**src/scmb_map.svh**
```systemverilog
// register offsets, reset values and response codes of the command mailbox
// assumes byte-wide registers reached at their printed offsets
`ifndef SCMB_MAP_SVH
`define SCMB_MAP_SVH

`define SCMB_OFS_PROX3_TH_HIGH 8'h16
`define SCMB_OFS_PARAMETER_WRITE_MAILBOX_MBOX 8'h17
`define SCMB_OFS_COMMAND_MBOX 8'h18
`define SCMB_OFS_SEQ_RESPONSE 8'h20

`define SCMB_RST_BYTE 8'h00
`define SCMB_UNMAPPED_READ 8'h00

`define SCMB_ERR_BIT 7
`define SCMB_CNT_MSB 3
`define SCMB_ERR_INVALID_CMD 8'h80
`define SCMB_ERR_OVF_PROX1 8'h88
`define SCMB_ERR_OVF_PROX2 8'h89
`define SCMB_ERR_OVF_PROX3 8'h8A
`define SCMB_ERR_OVF_VIS 8'h8C
`define SCMB_ERR_OVF_IR 8'h8D
`define SCMB_ERR_OVF_AUX 8'h8E

`define SCMB_DEF_NOP_CODE 8'h00
`define SCMB_DEF_RESET_CODE 8'h01

`endif

```
**src/scmb_pkg.sv**
```systemverilog
// types shared by the command mailbox files
// assumes scmb_map.svh is on the include path
`include "scmb_map.svh"

package scmb_pkg;

   typedef logic [7:0] scmb_byte_t;

   typedef enum logic [0:0] {
      SCMB_PWR_AWAKE = 1'b0,
      SCMB_PWR_STANDBY = 1'b1
   } scmb_pwr_e;

   // overflow inputs, one bit per measurement, lowest index wins
   typedef enum logic [2:0] {
      SCMB_OVF_PROX1 = 3'h0,
      SCMB_OVF_PROX2 = 3'h1,
      SCMB_OVF_PROX3 = 3'h2,
      SCMB_OVF_VIS = 3'h3,
      SCMB_OVF_IR = 3'h4,
      SCMB_OVF_AUX = 3'h5
   } scmb_ovf_e;

endpackage : scmb_pkg

```
**src/scmb_thresh_cmp.sv**
```systemverilog
// threshold comparator for one proximity channel
// assumes result and threshold come from logic on the same clock
`timescale 1ns/1ps

module scmb_thresh_cmp #(
   parameter int WIDTH = 16
) (
   input wire logic clk,
   input wire logic rst_n,
   input wire logic result_valid,
   input wire logic [WIDTH-1:0] result,
   input wire logic [WIDTH-1:0] threshold,
   output logic crossed
);

   if (WIDTH < 2) begin : g_bad_width
      $error("scmb_thresh_cmp: WIDTH too small");
   end

   wire above = result_valid && (result > threshold);

   // one-cycle pulse per result that lies above the threshold
   always_ff @(posedge clk) begin
      if (!rst_n) begin
         crossed <= 1'b0;
      end else begin
         crossed <= above;
      end
   end

endmodule : scmb_thresh_cmp

```
**src/scmb_top.sv**
```systemverilog
// host command mailbox in front of the internal sequencer of an optical sensor
// assumes an external serial slave turns bus transfers into byte register
// strobes on SYS_CLK, and that the sequencer answers on the same clock
//
// What this block does
// - each third-channel proximity result is compared against the 16-bit threshold whose high byte lives here, flagging a crossing.
// - an eight-bit read-write parameter mailbox hands values from the host to the sequencer.
// - every accepted write to the command register is passed to the sequencer for execution.
// - only a command register write brings the device out of standby.
// - an error loads the response register with a code whose top bit is set.
// - an error code stays until a reset or no-op command or a host write to the response register, and all other commands are dropped meanwhile.
// - threshold comparison and autonomous work carry on while an error is held.
// - without error or host write the response stays in 0x00-0x0F and its low nibble counts finished commands, wrapping.
// - an unrecognised command yields the invalid-command code 0x80.
// - converter overflow on proximity channels one to three yields 0x88, 0x89 and 0x8A.
// - converter overflow on visible, infrared and auxiliary yields 0x8C, 0x8D and 0x8E.
// - the four registers clear to zero at reset.
`timescale 1ns/1ps
`include "scmb_map.svh"

module scmb_top
   import scmb_pkg::*;
#(
   parameter scmb_byte_t NOP_CODE = `SCMB_DEF_NOP_CODE,
   parameter scmb_byte_t RESET_CODE = `SCMB_DEF_RESET_CODE,
   parameter int TH_WIDTH = 16
) (
   input wire logic SYS_CLK,
   input wire logic RST_N,
   input wire logic [7:0] REG_ADDR,
   input wire logic [7:0] REG_WDATA,
   input wire logic REG_WE,
   input wire logic REG_RE,
   output logic [7:0] REG_RDATA,
   output logic CMD_VALID,
   output logic [7:0] CMD_CODE,
   output logic [7:0] CMD_OPERAND,
   input wire logic SEQ_DONE,
   input wire logic SEQ_INVALID,
   input wire logic [5:0] SEQ_OVF,
   input wire logic SEQ_STANDBY_REQ,
   output logic STANDBY,
   input wire logic [7:0] PROX3_TH_LOW,
   input wire logic PROX3_RESULT_VALID,
   input wire logic [TH_WIDTH-1:0] PROX3_RESULT,
   output logic PROX3_CROSSED
);

   if (NOP_CODE == RESET_CODE) begin : g_bad_codes
      $error("scmb_top: NOP_CODE equals RESET_CODE");
   end
   if (TH_WIDTH != 16) begin : g_bad_width
      $error("scmb_top: TH_WIDTH must be 16");
   end

   scmb_byte_t prox3_threshold_high;
   scmb_byte_t parameter_write_mailbox;
   scmb_byte_t command_mailbox;
   scmb_byte_t sequencer_response;
   scmb_pwr_e pwr_state;
   scmb_byte_t next_response;
   scmb_byte_t ovf_code;

   // address decode
   wire sel_th = REG_ADDR == `SCMB_OFS_PROX3_TH_HIGH;
   wire sel_param = REG_ADDR == `SCMB_OFS_PARAMETER_WRITE_MAILBOX_MBOX;
   wire sel_cmd = REG_ADDR == `SCMB_OFS_COMMAND_MBOX;
   wire sel_resp = REG_ADDR == `SCMB_OFS_SEQ_RESPONSE;
   wire wr_th = REG_WE && sel_th;
   wire wr_param = REG_WE && sel_param;
   wire wr_cmd = REG_WE && sel_cmd;
   wire wr_resp = REG_WE && sel_resp;

   wire err_held = sequencer_response[`SCMB_ERR_BIT];
   wire is_recover = (REG_WDATA == NOP_CODE) || (REG_WDATA == RESET_CODE);
   // while an error is held only no-op and reset get through
   wire cmd_accept = wr_cmd && (!err_held || is_recover);
   // sequencer events are single-cycle pulses; a level would re-arm the error after a clear
   wire err_event = SEQ_INVALID || (|SEQ_OVF);

   // overflow code select, lowest measurement index first
   assign ovf_code =
      SEQ_OVF[SCMB_OVF_PROX1] ? `SCMB_ERR_OVF_PROX1 :
      SEQ_OVF[SCMB_OVF_PROX2] ? `SCMB_ERR_OVF_PROX2 :
      SEQ_OVF[SCMB_OVF_PROX3] ? `SCMB_ERR_OVF_PROX3 :
      SEQ_OVF[SCMB_OVF_VIS] ? `SCMB_ERR_OVF_VIS :
      SEQ_OVF[SCMB_OVF_IR] ? `SCMB_ERR_OVF_IR :
      `SCMB_ERR_OVF_AUX;

   wire scmb_byte_t err_code = SEQ_INVALID ? `SCMB_ERR_INVALID_CMD : ovf_code;

   wire [3:0] count_inc = sequencer_response[`SCMB_CNT_MSB:0] + 4'h1;

   // a held error keeps its first code; a new error beats a host write only when no error is held
   // with no error held, a host write to the response register loses against a sequencer event
   // in the same cycle, so software that presets the counter may miss one
   always_comb begin
      next_response = sequencer_response;
      if (err_held) begin
         if (cmd_accept) begin
            next_response = `SCMB_RST_BYTE;
         end else if (wr_resp) begin
            next_response = REG_WDATA;
         end
      end else if (err_event) begin
         next_response = err_code;
      end else if (SEQ_DONE) begin
         next_response = {4'h0, count_inc};
      end else if (wr_resp) begin
         next_response = REG_WDATA;
      end
   end

   // unmapped offsets read as zero so a probing host sees no stale data
   wire scmb_byte_t rd_mux =
      sel_th ? prox3_threshold_high :
      sel_param ? parameter_write_mailbox :
      sel_cmd ? command_mailbox :
      sel_resp ? sequencer_response :
      `SCMB_UNMAPPED_READ;

   // only the high byte lives here; a host that rewrites both halves while
   // results arrive may see a mixed threshold for one measurement
   always_ff @(posedge SYS_CLK) begin
      if (!RST_N) begin
         prox3_threshold_high <= `SCMB_RST_BYTE;
      end else if (wr_th) begin
         prox3_threshold_high <= REG_WDATA;
      end
   end

   always_ff @(posedge SYS_CLK) begin
      if (!RST_N) begin
         parameter_write_mailbox <= `SCMB_RST_BYTE;
      end else if (wr_param) begin
         parameter_write_mailbox <= REG_WDATA;
      end
   end

   // command register reads back every write, dropped ones included
   always_ff @(posedge SYS_CLK) begin
      if (!RST_N) begin
         command_mailbox <= `SCMB_RST_BYTE;
      end else if (wr_cmd) begin
         command_mailbox <= REG_WDATA;
      end
   end

   always_ff @(posedge SYS_CLK) begin
      if (!RST_N) begin
         sequencer_response <= `SCMB_RST_BYTE;
      end else begin
         sequencer_response <= next_response;
      end
   end

   // one pulse per accepted write; the sequencer must take it in that cycle
   always_ff @(posedge SYS_CLK) begin
      if (!RST_N) begin
         CMD_VALID <= 1'b0;
      end else begin
         CMD_VALID <= cmd_accept;
      end
   end

   // the operand is the mailbox as it stands when the command is written
   always_ff @(posedge SYS_CLK) begin
      if (!RST_N) begin
         CMD_CODE <= `SCMB_RST_BYTE;
         CMD_OPERAND <= `SCMB_RST_BYTE;
      end else if (cmd_accept) begin
         CMD_CODE <= REG_WDATA;
         CMD_OPERAND <= parameter_write_mailbox;
      end
   end

   // read data is held between reads so a slow serial slave can shift it out
   always_ff @(posedge SYS_CLK) begin
      if (!RST_N) begin
         REG_RDATA <= `SCMB_UNMAPPED_READ;
      end else if (REG_RE) begin
         REG_RDATA <= rd_mux;
      end
   end

   // standby: entered on sequencer request, left only on a command write
   always_ff @(posedge SYS_CLK) begin
      if (!RST_N) begin
         pwr_state <= SCMB_PWR_AWAKE;
      end else begin
         case (pwr_state)
            SCMB_PWR_AWAKE: begin
               if (SEQ_STANDBY_REQ && !wr_cmd) pwr_state <= SCMB_PWR_STANDBY;
            end
            SCMB_PWR_STANDBY: begin
               if (wr_cmd) pwr_state <= SCMB_PWR_AWAKE;
            end
            default: pwr_state <= SCMB_PWR_AWAKE;
         endcase
      end
   end

   // the pin mirrors the next state so it follows the state flip-flop without lag
   always_ff @(posedge SYS_CLK) begin
      if (!RST_N) begin
         STANDBY <= 1'b0;
      end else begin
         STANDBY <= (pwr_state == SCMB_PWR_STANDBY) ? !wr_cmd
                    : (SEQ_STANDBY_REQ && !wr_cmd);
      end
   end

   // comparison ignores the error state so autonomous work is not disturbed
   scmb_thresh_cmp #(
      .WIDTH(TH_WIDTH)
   ) u_prox3_cmp (
      .clk(SYS_CLK),
      .rst_n(RST_N),
      .result_valid(PROX3_RESULT_VALID),
      .result(PROX3_RESULT),
      .threshold({prox3_threshold_high, PROX3_TH_LOW}),
      .crossed(PROX3_CROSSED)
   );

endmodule : scmb_top

```
**config.mk**
```make
export PLATFORM = sky130hd
export DESIGN_NAME = scmb_top
export DESIGN_NICKNAME = d
export VERILOG_FILES = /design/src/scmb_pkg.sv /design/src/scmb_thresh_cmp.sv /design/src/scmb_top.sv
export VERILOG_INCLUDE_DIRS = /design/src /design/src/src
export SDC_FILE = /design/constraint.sdc
export NUM_CORES = 1
export LEC_CHECK = 0
export ABC_AREA = 1
export BUFFER_PORTS_ARGS = -buffer_cell sky130_fd_sc_hd__buf_2
export CORE_MARGIN = 10
export CORE_UTILIZATION = 35
export CTS_CLUSTER_SIZE = 20
export DETAILED_ROUTE_END_ITERATION = 8
export PLACE_DENSITY = 0.6
export SETUP_SLACK_MARGIN = 0.02
export SLEW_MARGIN = 20
export SYNTH_ARGS = -nofsm -noshare
export SYNTH_HDL_FRONTEND = slang
export SYNTH_SLANG_ARGS = --single-unit
```
**constraint.sdc**
```tcl
create_clock -name SYS_CLK -period 1.55 [get_ports SYS_CLK]
set_input_delay 0 -clock SYS_CLK [delete_from_list [all_inputs] [get_ports SYS_CLK]]
set_output_delay 0 -clock SYS_CLK [all_outputs]
set_load 0.01 [all_outputs]
```
; ---- After elaboration in Yosys (flattened, before gate mapping)
; Cells that the tools add are included.
[op_classes]
add_sub_neg = 1
magnitude_cmp = 1
n_eq_ne = 6
muxes = 20
bitwise_logic = 1
reduce_logical = 16
[ops]
columns = op, count
row1 = 2-to-1 mux 8 bit, 10
row2 = equality test 8 x 5 -> 1 bit (second input constant), 3
row3 = > comparator 16 bit, 1
row4 = 2-to-1 mux 3 bit, 3
row5 = equality test 8 x 1 -> 1 bit (second input constant), 1
row6 = equality test 8 x 6 -> 1 bit (second input constant), 1
row7 = logical NOT 8 bit, 1
row8 = logical AND 1 bit, 7
row9 = OR reduction 6 bit, 1
row10 = adder 4 x 1 -> 4 bit (second input constant), 1
row11 = 2-to-1 mux 2 bit, 2
row12 = 2-to-1 mux 4 bit, 1
row13 = nonzero test 4 bit, 1
row14 = logical OR 1 bit, 3
row15 = 2-to-1 mux 1 bit, 3
row16 = inequality test 3 x 1 -> 1 bit (second input constant), 1
row17 = logical NOT 1 bit, 2
row18 = one-hot mux 1 bit (2 select lines), 1
row19 = AND reduction 2 bit, 1
row20 = NOT 1 bit, 1
[totals]
register_bits = 60
input_bits = 54
output_inout_bits = 27
wordCells = 57

; ---- Logic depth before layout (Yosys ltp)
; Gate-level depths: netlist of the first run.
[logic_depth]
depth_word = 8
depth_mapped = 12
ltp_nobuf = 11

; ---- Cells and area by module
; From an unflattened synthesis of the first run, not the netlist that was laid out.
[unflattened]
hier_cells = 463
hier_area_um2 = 3263.1
[modules_own_cells]
columns = mod, instances, cells_each, area_each_um2, seq_area_each_um2
row1 = scmb_top, 1, 389, 2802.7, 1161.1
row2 = scmb_thresh_cmp, 1, 74, 460.4, 20.0

; ---- Worst setup path after synthesis of the first run
; Ideal clock, no wire load.
[synth_path]
kind = reg2reg
start = reg sequencer_response[7]
end = reg sequencer_response[1]
setup_time_ps = 117
t_arrival_ps = 1176
required_time_ps = 1433
path_slack_ps = 257
stages_incl_launch_ff = 10
path_buffers = 2
synth_period_minus_slack_ps = 1293
cell_sequence = dfxtp_1 > clkbuf_1 > o21ai_0 > nand2_2 > buf_6 > nand2_4 > nand2_4 > nand2_1 > nand2_1 > a21oi_2
[synth_via]
elab_chain_len = 5
elab_cells_between_ends = 8
cone_classes = eq/ne (1) / mux (2) / reduce/logical (5)
[synth_rtl]
columns = element, line_no
row1 = start: declaration, scmb_top.sv:59  ; scmb_byte_t sequencer_response;
row2 = start signal: assignment, scmb_top.sv:151  ; sequencer_response <= `SCMB_RST_BYTE;
row3 = start signal: assignment, scmb_top.sv:153  ; sequencer_response <= next_response;
row4 = logical NOT 1 bit, scmb_top.sv:77  ; wire cmd_accept = wr_cmd && (!err_held || is_recover);
row5 = logical OR 1 bit, scmb_top.sv:77
row6 = logical AND 1 bit, scmb_top.sv:77
row7 = inequality test 3 x 1 -> 1 bit (no source line) or 2-to-1 mux 8 bit (tied branches), --
row8 = AND reduction 2 bit (no source line) or 2-to-1 mux 8 bit (tied branches), --
; Several ways; a longest one is shown, not always the timed one.
; A chain may end at the register's enable or synchronous reset.

; ---- Worst setup path after layout of the first run
[layout_path]
start = in REG_WDATA[7]
end = reg CMD_CODE[6]
[layout_via]
elab_chain_len = 4
elab_cells_between_ends = 5
cone_classes = eq/ne (1) / reduce/logical (4)
[layout_rtl]
columns = element, line_no
row1 = start: declaration, scmb_top.sv:31  ; input wire logic [7:0] REG_WDATA,
row2 = equality test 8 x 1 -> 1 bit or logical NOT 8 bit (tied branches), scmb_top.sv:75  ; wire is_recover = (REG_WDATA == NOP_CODE) || (REG_WDATA == RESET_CODE);
row3 = logical OR 1 bit (*), scmb_top.sv:75
row4 = logical OR 1 bit (*), scmb_top.sv:77
row5 = logical AND 1 bit (*), scmb_top.sv:77
row6 = end signal: assignment, scmb_top.sv:169  ; CMD_CODE <= `SCMB_RST_BYTE;
row7 = end: declaration, scmb_top.sv:36  ; output logic [7:0] CMD_CODE,
; Mark *: on every way between the ends. The rest lies on a longest branch, timed or not.

==> results of run 1 <==
metal layers:
layer	vias up	wire length, µm
met5	-	0
li1	1695	-
met2	83	4552
met3	12	592
met4	0	119
met1	1475	4508
metrics by stage:
| stage | utilization (%) | cell area [µm²] | worst slack (ps) | hold slack (ps) | total power [W] |
|---|---|---|---|---|---|
| after global placement | 42.78 | 3767 | 194.6 | 237.1 | 0.001959 |
| final | 46.09 | 4059 | 159.8 | 27.68 | 0.003528 |
| after CTS | 45.92 | 4044 | 49.19 | 13.31 | 0.003551 |
| after detailed placement | 42.78 | 3767 | 158.2 | 245.1 | 0.001968 |
| after global routing | 46.09 | 4059 | 45.50 | 38.31 | 0.003685 |
| after floorplan | - | 3182 | 256.9 | 148.8 | 0.001795 |
logic make-up after synthesis:
| kind of cell | synth area share [%] |
|---|---|
| compound gates | 19.86 |
| flops | 37.12 |
| simple gates | 25.88 |
| buf+inv | 10.46 |
| fa+ha+maj | 6.685 |
registers in the layout (all words and copies together) (netlist names):
name,cells
parameter_write_mailbox,8
CMD_VALID,1
pwr_state,1
CMD_OPERAND,8
command_mailbox,8
REG_RDATA,8
CMD_CODE,8
u_prox3_cmp.crossed,1
prox3_threshold_high,8
sequencer_response,8
layout make-up:
| class | count | share of cell area (%) |
|---|---|---|
| Clock buffer | 10 | 3.391 |
| Clock inverter | 6 | 2.189 |
| Inverter | 68 | 6.350 |
| Multi-Input combinational cell | 315 | 41.09 |
| Sequential cell | 59 | 29.10 |
| Tap cell | 108 | 3.329 |
| Timing Repair Buffer | 102 | 14.55 |
critical path, cell delays in order:
cell and delay [ps]:
sky130_fd_sc_hd__dlygate4sd3_1 530, sky130_fd_sc_hd__buf_2 130, sky130_fd_sc_hd__inv_1 110, sky130_fd_sc_hd__nand3_1 90
sky130_fd_sc_hd__o21ai_1 150, sky130_fd_sc_hd__nand2_2 160, sky130_fd_sc_hd__clkinv_2 110, sky130_fd_sc_hd__nand2_1 150
sky130_fd_sc_hd__o21ai_0 200
report_power, final:
group / switching, W / leakage [nW] / internal (W)
clock network: 0.000633 / 0.108 / 0.000948
logic: 0.000240 / 1.32 / 0.000160
registers: 0.0000156 / 0.477 / 0.00153
total: 0.000889 / 1.91 / 0.00264
cell usage in the layout, fill, tap and decap left out, types with 10 or more instances in the layout:
| master | instances |
|---|---|
| sky130_fd_sc_hd__buf_2 | 80 |
| sky130_fd_sc_hd__a21oi_1 | 53 |
| sky130_fd_sc_hd__dfxtp_1 | 59 |
| sky130_fd_sc_hd__inv_1 | 64 |
| sky130_fd_sc_hd__nand2_1 | 83 |
| sky130_fd_sc_hd__nor2_1 | 40 |
| sky130_fd_sc_hd__o21ai_0 | 49 |
| sky130_fd_sc_hd__nand3_1 | 35 |
| sky130_fd_sc_hd__buf_4 | 16 |
| sky130_fd_sc_hd__ha_1 | 17 |
| sky130_fd_sc_hd__clkbuf_8 | 10 |
how the worst max path moves through the flow:
stage	cells after the start	start	endpoint
after detailed placement	11	REG_ADDR[5]	CMD_CODE[7]
after global placement	11	REG_ADDR[5]	CMD_CODE[7]
after floorplan	9	sequencer_response[7]	sequencer_response[1]
after global routing	10	REG_WDATA[6]	CMD_OPERAND[6]
after CTS	9	REG_WDATA[7]	CMD_CODE[6]
final	9	REG_WDATA[7]	CMD_CODE[6]
what timing repair did:
action                                  in CTS  in global routing
endpoints found under the setup margin       0                 24
hold buffers                                 5                  0
buffers inserted                             0                  2
endpoints found under the hold margin        9                  0
resized for setup                            0                  1
==> summary by stage, run 1 <==
Placement
The count of buffers from port buffering is 80. The placer congestion estimate is 0.8732. The detailed-placement wirelength estimate is 7717 µm. Once placement completed, the tool counted placed cells totaling 645.

Route
For this block, the via count after detailed routing is 3265. In the routed design, unresolved DRC markers number 0. After detailed routing, the average wire length per cell comes to 14.63 µm. The count of TritonRoute iterations in the first routing pass is 4.

The count of nets left with antenna violations once routing finished came out at 0. The starting DRC count in detailed routing is 212. The final layout contains routed wiring with a total length of 9772 µm. The number of vias per cell is 4.888.

Logic synthesis
The number of distinct library cells after synthesis is 31. In the synthesized netlist, the number of instances is 457. Of all flip-flops after synthesis, the portion carrying an async set or reset was 0%.

The number of warnings reported in the yosys synthesis log is 0. The post-synth net total is 528. Sequential elements use 37.12% of the synthesized area.

Of the post-synthesis cell area, the dominant cell type holds 37.12%. The mapped netlist covers 0.003182 mm². Counting flops and latches in the post-synthesis netlist gives 59. In the synthesized netlist the dominant register cell turns out to be sky130_fd_sc_hd__dfxtp_1. The synthesized design spends more area on one cell type than any other, namely sky130_fd_sc_hd__dfxtp_1.

In this run, synthesis inferred 0 flip-flops with an integrated enable. After synthesis, the cell types taking the most area are sky130_fd_sc_hd__dfxtp_1 (37%), sky130_fd_sc_hd__nand2_1 (9.8%), sky130_fd_sc_hd__a21oi_1 (8.3%). The post-synthesis average cell area is 6.962 µm².

By count the netlist is led by sky130_fd_sc_hd__nand2_1 (83), sky130_fd_sc_hd__inv_1 (64), sky130_fd_sc_hd__dfxtp_1 (59), sky130_fd_sc_hd__a21oi_1 (53), sky130_fd_sc_hd__o21ai_0 (50). In the post-synthesis netlist, the cell with the most instances is sky130_fd_sc_hd__nand2_1.

Floorplanning
The row count is 34. Measured along the x axis, the die boundary spans 115.3 µm. The die covers 0.01330 mm². 81 I/O pins were placed. The height of the die is 115.3 µm. The area of the core region is 0.008806 mm². The starting utilization of the core area is 36.13%.

Global routing
The initial antenna violation count is 0. The met1 global-route usage is 17.87%. Global routing finished with a remaining overflow of 0. The met3 usage in global routing is 4.531%. The global-route wire length before repair is 15570 µm.

The via count of the first global-routing pass is 3255. The layer flagged by global routing as most heavily used is met2. The maximum number of pins on one net before global-route repair is 21. The overall routing resource usage is 14.55%.

For this run, global-route usage on met2 was measured as 24.07%.

Setup path
STA puts the critical path data arrival time at 1650 ps. The startpoint identified for the worst register-to-register timing path is prox3_threshold_high[7]. In this run the critical register-to-register path is captured at u_prox3_cmp.crossed. The critical path startpoint category is a primary input.

The required arrival time at the worst endpoint is 1810 ps. Counting cells, the worst reg-to-reg path comes to 7. The category of the worst setup path capture point is a flop.

The worst setup path category is primary input to flop. Setup slack on the worst reg-to-reg path comes out at 250 ps. Of all nets on the critical path, the largest fanout is 8.

CTS
The total CTS buffers is 9. The cell at the root of the clock tree is sky130_fd_sc_hd__clkbuf_8. The clock sink total is 59. The buffer depth of the longest clock path is 2.

TritonCTS built the clock tree. The number of H-tree levels is 3. The clock latency on the worst-skew pair is 340 ps. The clock edge transition at the registers on the reported setup and hold paths is 70 ps.

Timing
The measured slew at the worst slew-check pin is 435.5 ps. The worst path uses 89.69% of the clock period. Setup repair after global routing left no endpoint under its margin. The time the final worst path needs with I/O delays and setup is 1390 ps.

Timing would allow up to 719.3 MHz. The count of endpoints failing hold in the final timing report is 0. Adding up every negative setup slack in the final design gives 0 ps. The remaining max-slew budget at the tightest pin is 70.70%. For the final database, setup skew stands at 8.554 ps. The number of pins with negative max-slew slack in the final report is 0. The final number of setup-violating endpoints is 0.

Layout
The fill cell total of the finished layout is 923. The total area of multi-input combinational cells is 0.001668 mm². The layout cell share with drive strength beyond 1 is 23.57%. After the last flow step, the layout net total stands at 626.

The area used by sequential logic in the layout is 0.001181 mm². The number of diodes is 0. Compared with the post-synthesis result, the final layout area differs by 27.57%. The count of placed standard cells in the final layout, fillers left out is 668.

Power and ir drop
The peak ir drop on the vdd network is 577.0 µV. In this run the static leakage power is 1.908 nW. Dividing total power by cell area gives a power density of 869.3 mW/mm².

Min path
The endpoint with the worst hold slack is sequencer_response[0]. In this run the most critical hold path is launched from RST_N. Along the worst hold path, the cell count comes to 3.

The path class of the tightest hold or removal check is primary input to flop.

Status
The run finished with clean final reports.

Job
The tool flagged a number of max-cap violations equal to 0.
Power figures use the tool's default switching activity.
==> run 2: changes to the inputs <==
- CORE_UTILIZATION: 35 -> 45
- PLACE_DENSITY: 0.6 -> 0.72
==> run 2 against run 1 <==
Compared with the run above: combinational power fell by 7.0%; final cell count fell by 3.1%; largest cell class unchanged; first-iteration DRC count down 8.5%; largest power group is now registers; critical path depth grew 1; via count decreased by 2.1%.
==> summary by stage, run 2 (synthesized netlist as in run 1, its figures left out) <==
CTS
The clock tree synthesis step divided the H-tree into 3 levels. The total CTS buffers is 9. The CTS tree is done. The tree is rooted in a sky130_fd_sc_hd__clkbuf_8. The clock net in this run drives a total of 59 sinks. The buffer depth of the longest clock path is 2. At the later pin of the worst-skew pair, clock insertion delay measures 330 ps. The clock edge transition at the registers on the reported setup and hold paths is 70 ps. The buffers inserted during post-CTS setup optimization is 0.

Route
The final route contains 3196 vias. The starting DRC count in detailed routing is 194. The DRC violations left is 0. After detailed routing, the average wire length per cell comes to 13.86 µm. The remaining antenna violation count is 0. The count of TritonRoute iterations in the first routing pass is 5. After detailed routing, the number of vias per cell comes to 4.940.

The routed design has 8968 µm of wire.

Floorplanning
After floorplanning, the core was divided into 30 placement rows. The height of the die is 104.1 µm. The die is 104.1 µm wide. The die covers 0.01083 mm². The total area inside the core boundary comes to 0.006832 mm². 81 I/O pins were placed. For this configuration, the core starts out at a cell density of 46.58%.

Layout
In the final design database the tool counted 617 nets. Cells fill 57.56% of the core in the end. The layout cell share with drive strength beyond 1 is 22.32%. The finished layout holds 647 standard cells, fillers aside. The repair_antennas step left the layout with diodes totalling 0. The top cell types in the final layout, fill and taps aside, are sky130_fd_sc_hd__nand2_1 (83), sky130_fd_sc_hd__buf_2 (80), sky130_fd_sc_hd__inv_1 (64). The most frequent standard cell in the layout excluding fill and tap cells is sky130_fd_sc_hd__nand2_1. The layout overhead on the synthesized area is 23.59%.

Power and ir drop
Internal power comes to 0.002456 W. Power comes to 0.003310 W. VDD sags by at most 391.2 µV. The portion of total power attributed to the clock network is 41.9%. The power density over the cells is 841.8 mW/mm². The share of power burned in registers is 46.9%. Summed over all cells, the static leakage comes to 1.854 nW. The switching share of power is 25.81%. The net switching power is 0.0008543 W. Per report_power, the combinational group accounts for 11.2% of the total.

Min path
The class of the worst hold path is primary input to flop. The source of the worst hold timing path is REG_WDATA[5]. The worst hold path was traced through 3 stages. The endpoint with the worst hold slack is command_mailbox[5].

Setup path
For flop-to-flop paths, the worst setup slack is 210 ps. At the worst endpoint, the required time is 1770 ps. The worst setup path is launched from a primary input. The highest fanout seen on the critical path is 5.

The category of the worst setup path capture point is a flop. The worst setup path category is primary input to flop. The worst endpoint data arrival time is 1640 ps. The cell count of the worst reg-to-reg path is 7. The startpoint identified for the worst register-to-register timing path is sequencer_response[7]. In this run the critical register-to-register path is captured at sequencer_response[3].

Status
The flow ran to the end, and the final reports show no timing, DRC or antenna violations.

Job
The max-capacitance violation count is 0.

Timing
The measured slew at the worst slew-check pin is 334.7 ps. The setup TNS is 0 ps. The final number of setup-violating endpoints is 0. The final setup slack of the worst path is 130.5 ps. The worst clock skew is 7.346 ps. The count of endpoints failing hold in the final timing report is 0. The share of the cycle needed by the critical path after routing is 91.58%. The number of pins with negative max-slew slack in the final report is 0.

The remaining max-slew budget at the tightest pin is 77.48%. The time the final worst path needs with I/O delays and setup is 1420 ps. The achievable frequency is 704.5 MHz. Setup repair after global routing left no endpoint under its margin.

Global routing
The via count of the first global-routing pass is 3113. Entering global routing, the biggest net connects 31 pins. The initial antenna violation count is 0. The total congestion overflow is 0. The global-route wire length before repair is 14990 µm. The overall routing resource usage is 16.58%.

Placement
At the placement stage, the worst setup path has a slack of 120.6 ps. The count of buffers from port buffering is 80. The number of cells after detailed placement is 627. The placer congestion estimate is 0.9348. The detailed-placement wirelength estimate is 7017 µm.
-- run 2: cell types whose count changed in the layout (fill, tap and decap cells not counted) --
cell	before	now
sky130_fd_sc_hd__clkbuf_1	0	1
sky130_fd_sc_hd__dlygate4sd3_1	5	4
sky130_fd_sc_hd__buf_12	1	0
sky130_fd_sc_hd__clkinvlp_4	2	1
sky130_fd_sc_hd__bufinv_16	2	1
sky130_fd_sc_hd__clkinv_2	3	5
sky130_fd_sc_hd__clkinv_4	1	0
sky130_fd_sc_hd__buf_6	0	1
sky130_fd_sc_hd__buf_4	16	8
-- run 2: worst max-delay path, stage by stage --
cell and delay (ps):
sky130_fd_sc_hd__dlygate4sd3_1 530, sky130_fd_sc_hd__buf_2 140, sky130_fd_sc_hd__inv_1 130, sky130_fd_sc_hd__nand3_1 100
sky130_fd_sc_hd__o21ai_1 150, sky130_fd_sc_hd__nand2_2 140, sky130_fd_sc_hd__nand2_2 120, sky130_fd_sc_hd__inv_1 70
sky130_fd_sc_hd__o21ai_2 190, sky130_fd_sc_hd__nor2_1 60
-- run 2: final cells by class --
class	instances	area, µm²
Clock buffer	11	141.4
Clock inverter	5	52.55
Tap cell	96	120.1
Multi-Input combinational cell	315	1668
Timing Repair Buffer	93	511.7
Inverter	68	257.7
Fill cell	667	2899
Sequential cell	59	1181
-- run 2: stage by stage --
step | hold WS (ps) | area, µm²
detailed placement | 246.0 | 3695
CTS | 2.542 | 3929
floorplan | 148.8 | 3182
finish | 18.44 | 3933
global route | 32.51 | 3933
global placement | 242.4 | 3695
-- run 2: routing by layer --
layer	routed length, µm	GRT usage, %	vias to the layer above
li1	-	-	1677
met1	4227	21.39	1407
met2	4095	25.72	103
met3	516	4.399	9
met4	128	6.262	0
met5	0	0	-
-- run 2: worst max-delay path by stage --
stage | startpoint | slack, ps | end | depth (start not counted)
6_report | REG_WDATA[6] | 130 | sequencer_response[6] | 10
5_1_grt | REG_WDATA[6] | 20 | CMD_CODE[5] | 9
4_1_cts | REG_WDATA[6] | 70 | CMD_OPERAND[0] | 10
3_5_place_dp | REG_ADDR[5] | 120 | prox3_threshold_high[1] | 9
3_3_place_gp | REG_ADDR[5] | 190 | prox3_threshold_high[2] | 9
2_1_floorplan | sequencer_response[7] | 260 | sequencer_response[1] | 9
-- run 2: power groups by stage --
stage / logic [W] / clock network (W) / registers, W
4_1_cts: 0.000372 / 0.00141 / 0.00155
2_1_floorplan: 0.000216 / 0 / 0.00158
3_5_place_dp: 0.000362 / 0 / 0.00159
5_1_grt: 0.000428 / 0.00147 / 0.00155
6_report: 0.000372 / 0.00139 / 0.00155
3_3_place_gp: 0.000352 / 0 / 0.00158
-- run 2: what timing repair did --
action                                 CTS  global route
hold buffers                             4             0
endpoints found under the hold margin    5             0
setup endpoints to repair                0            19
gates resized for setup                  0             2
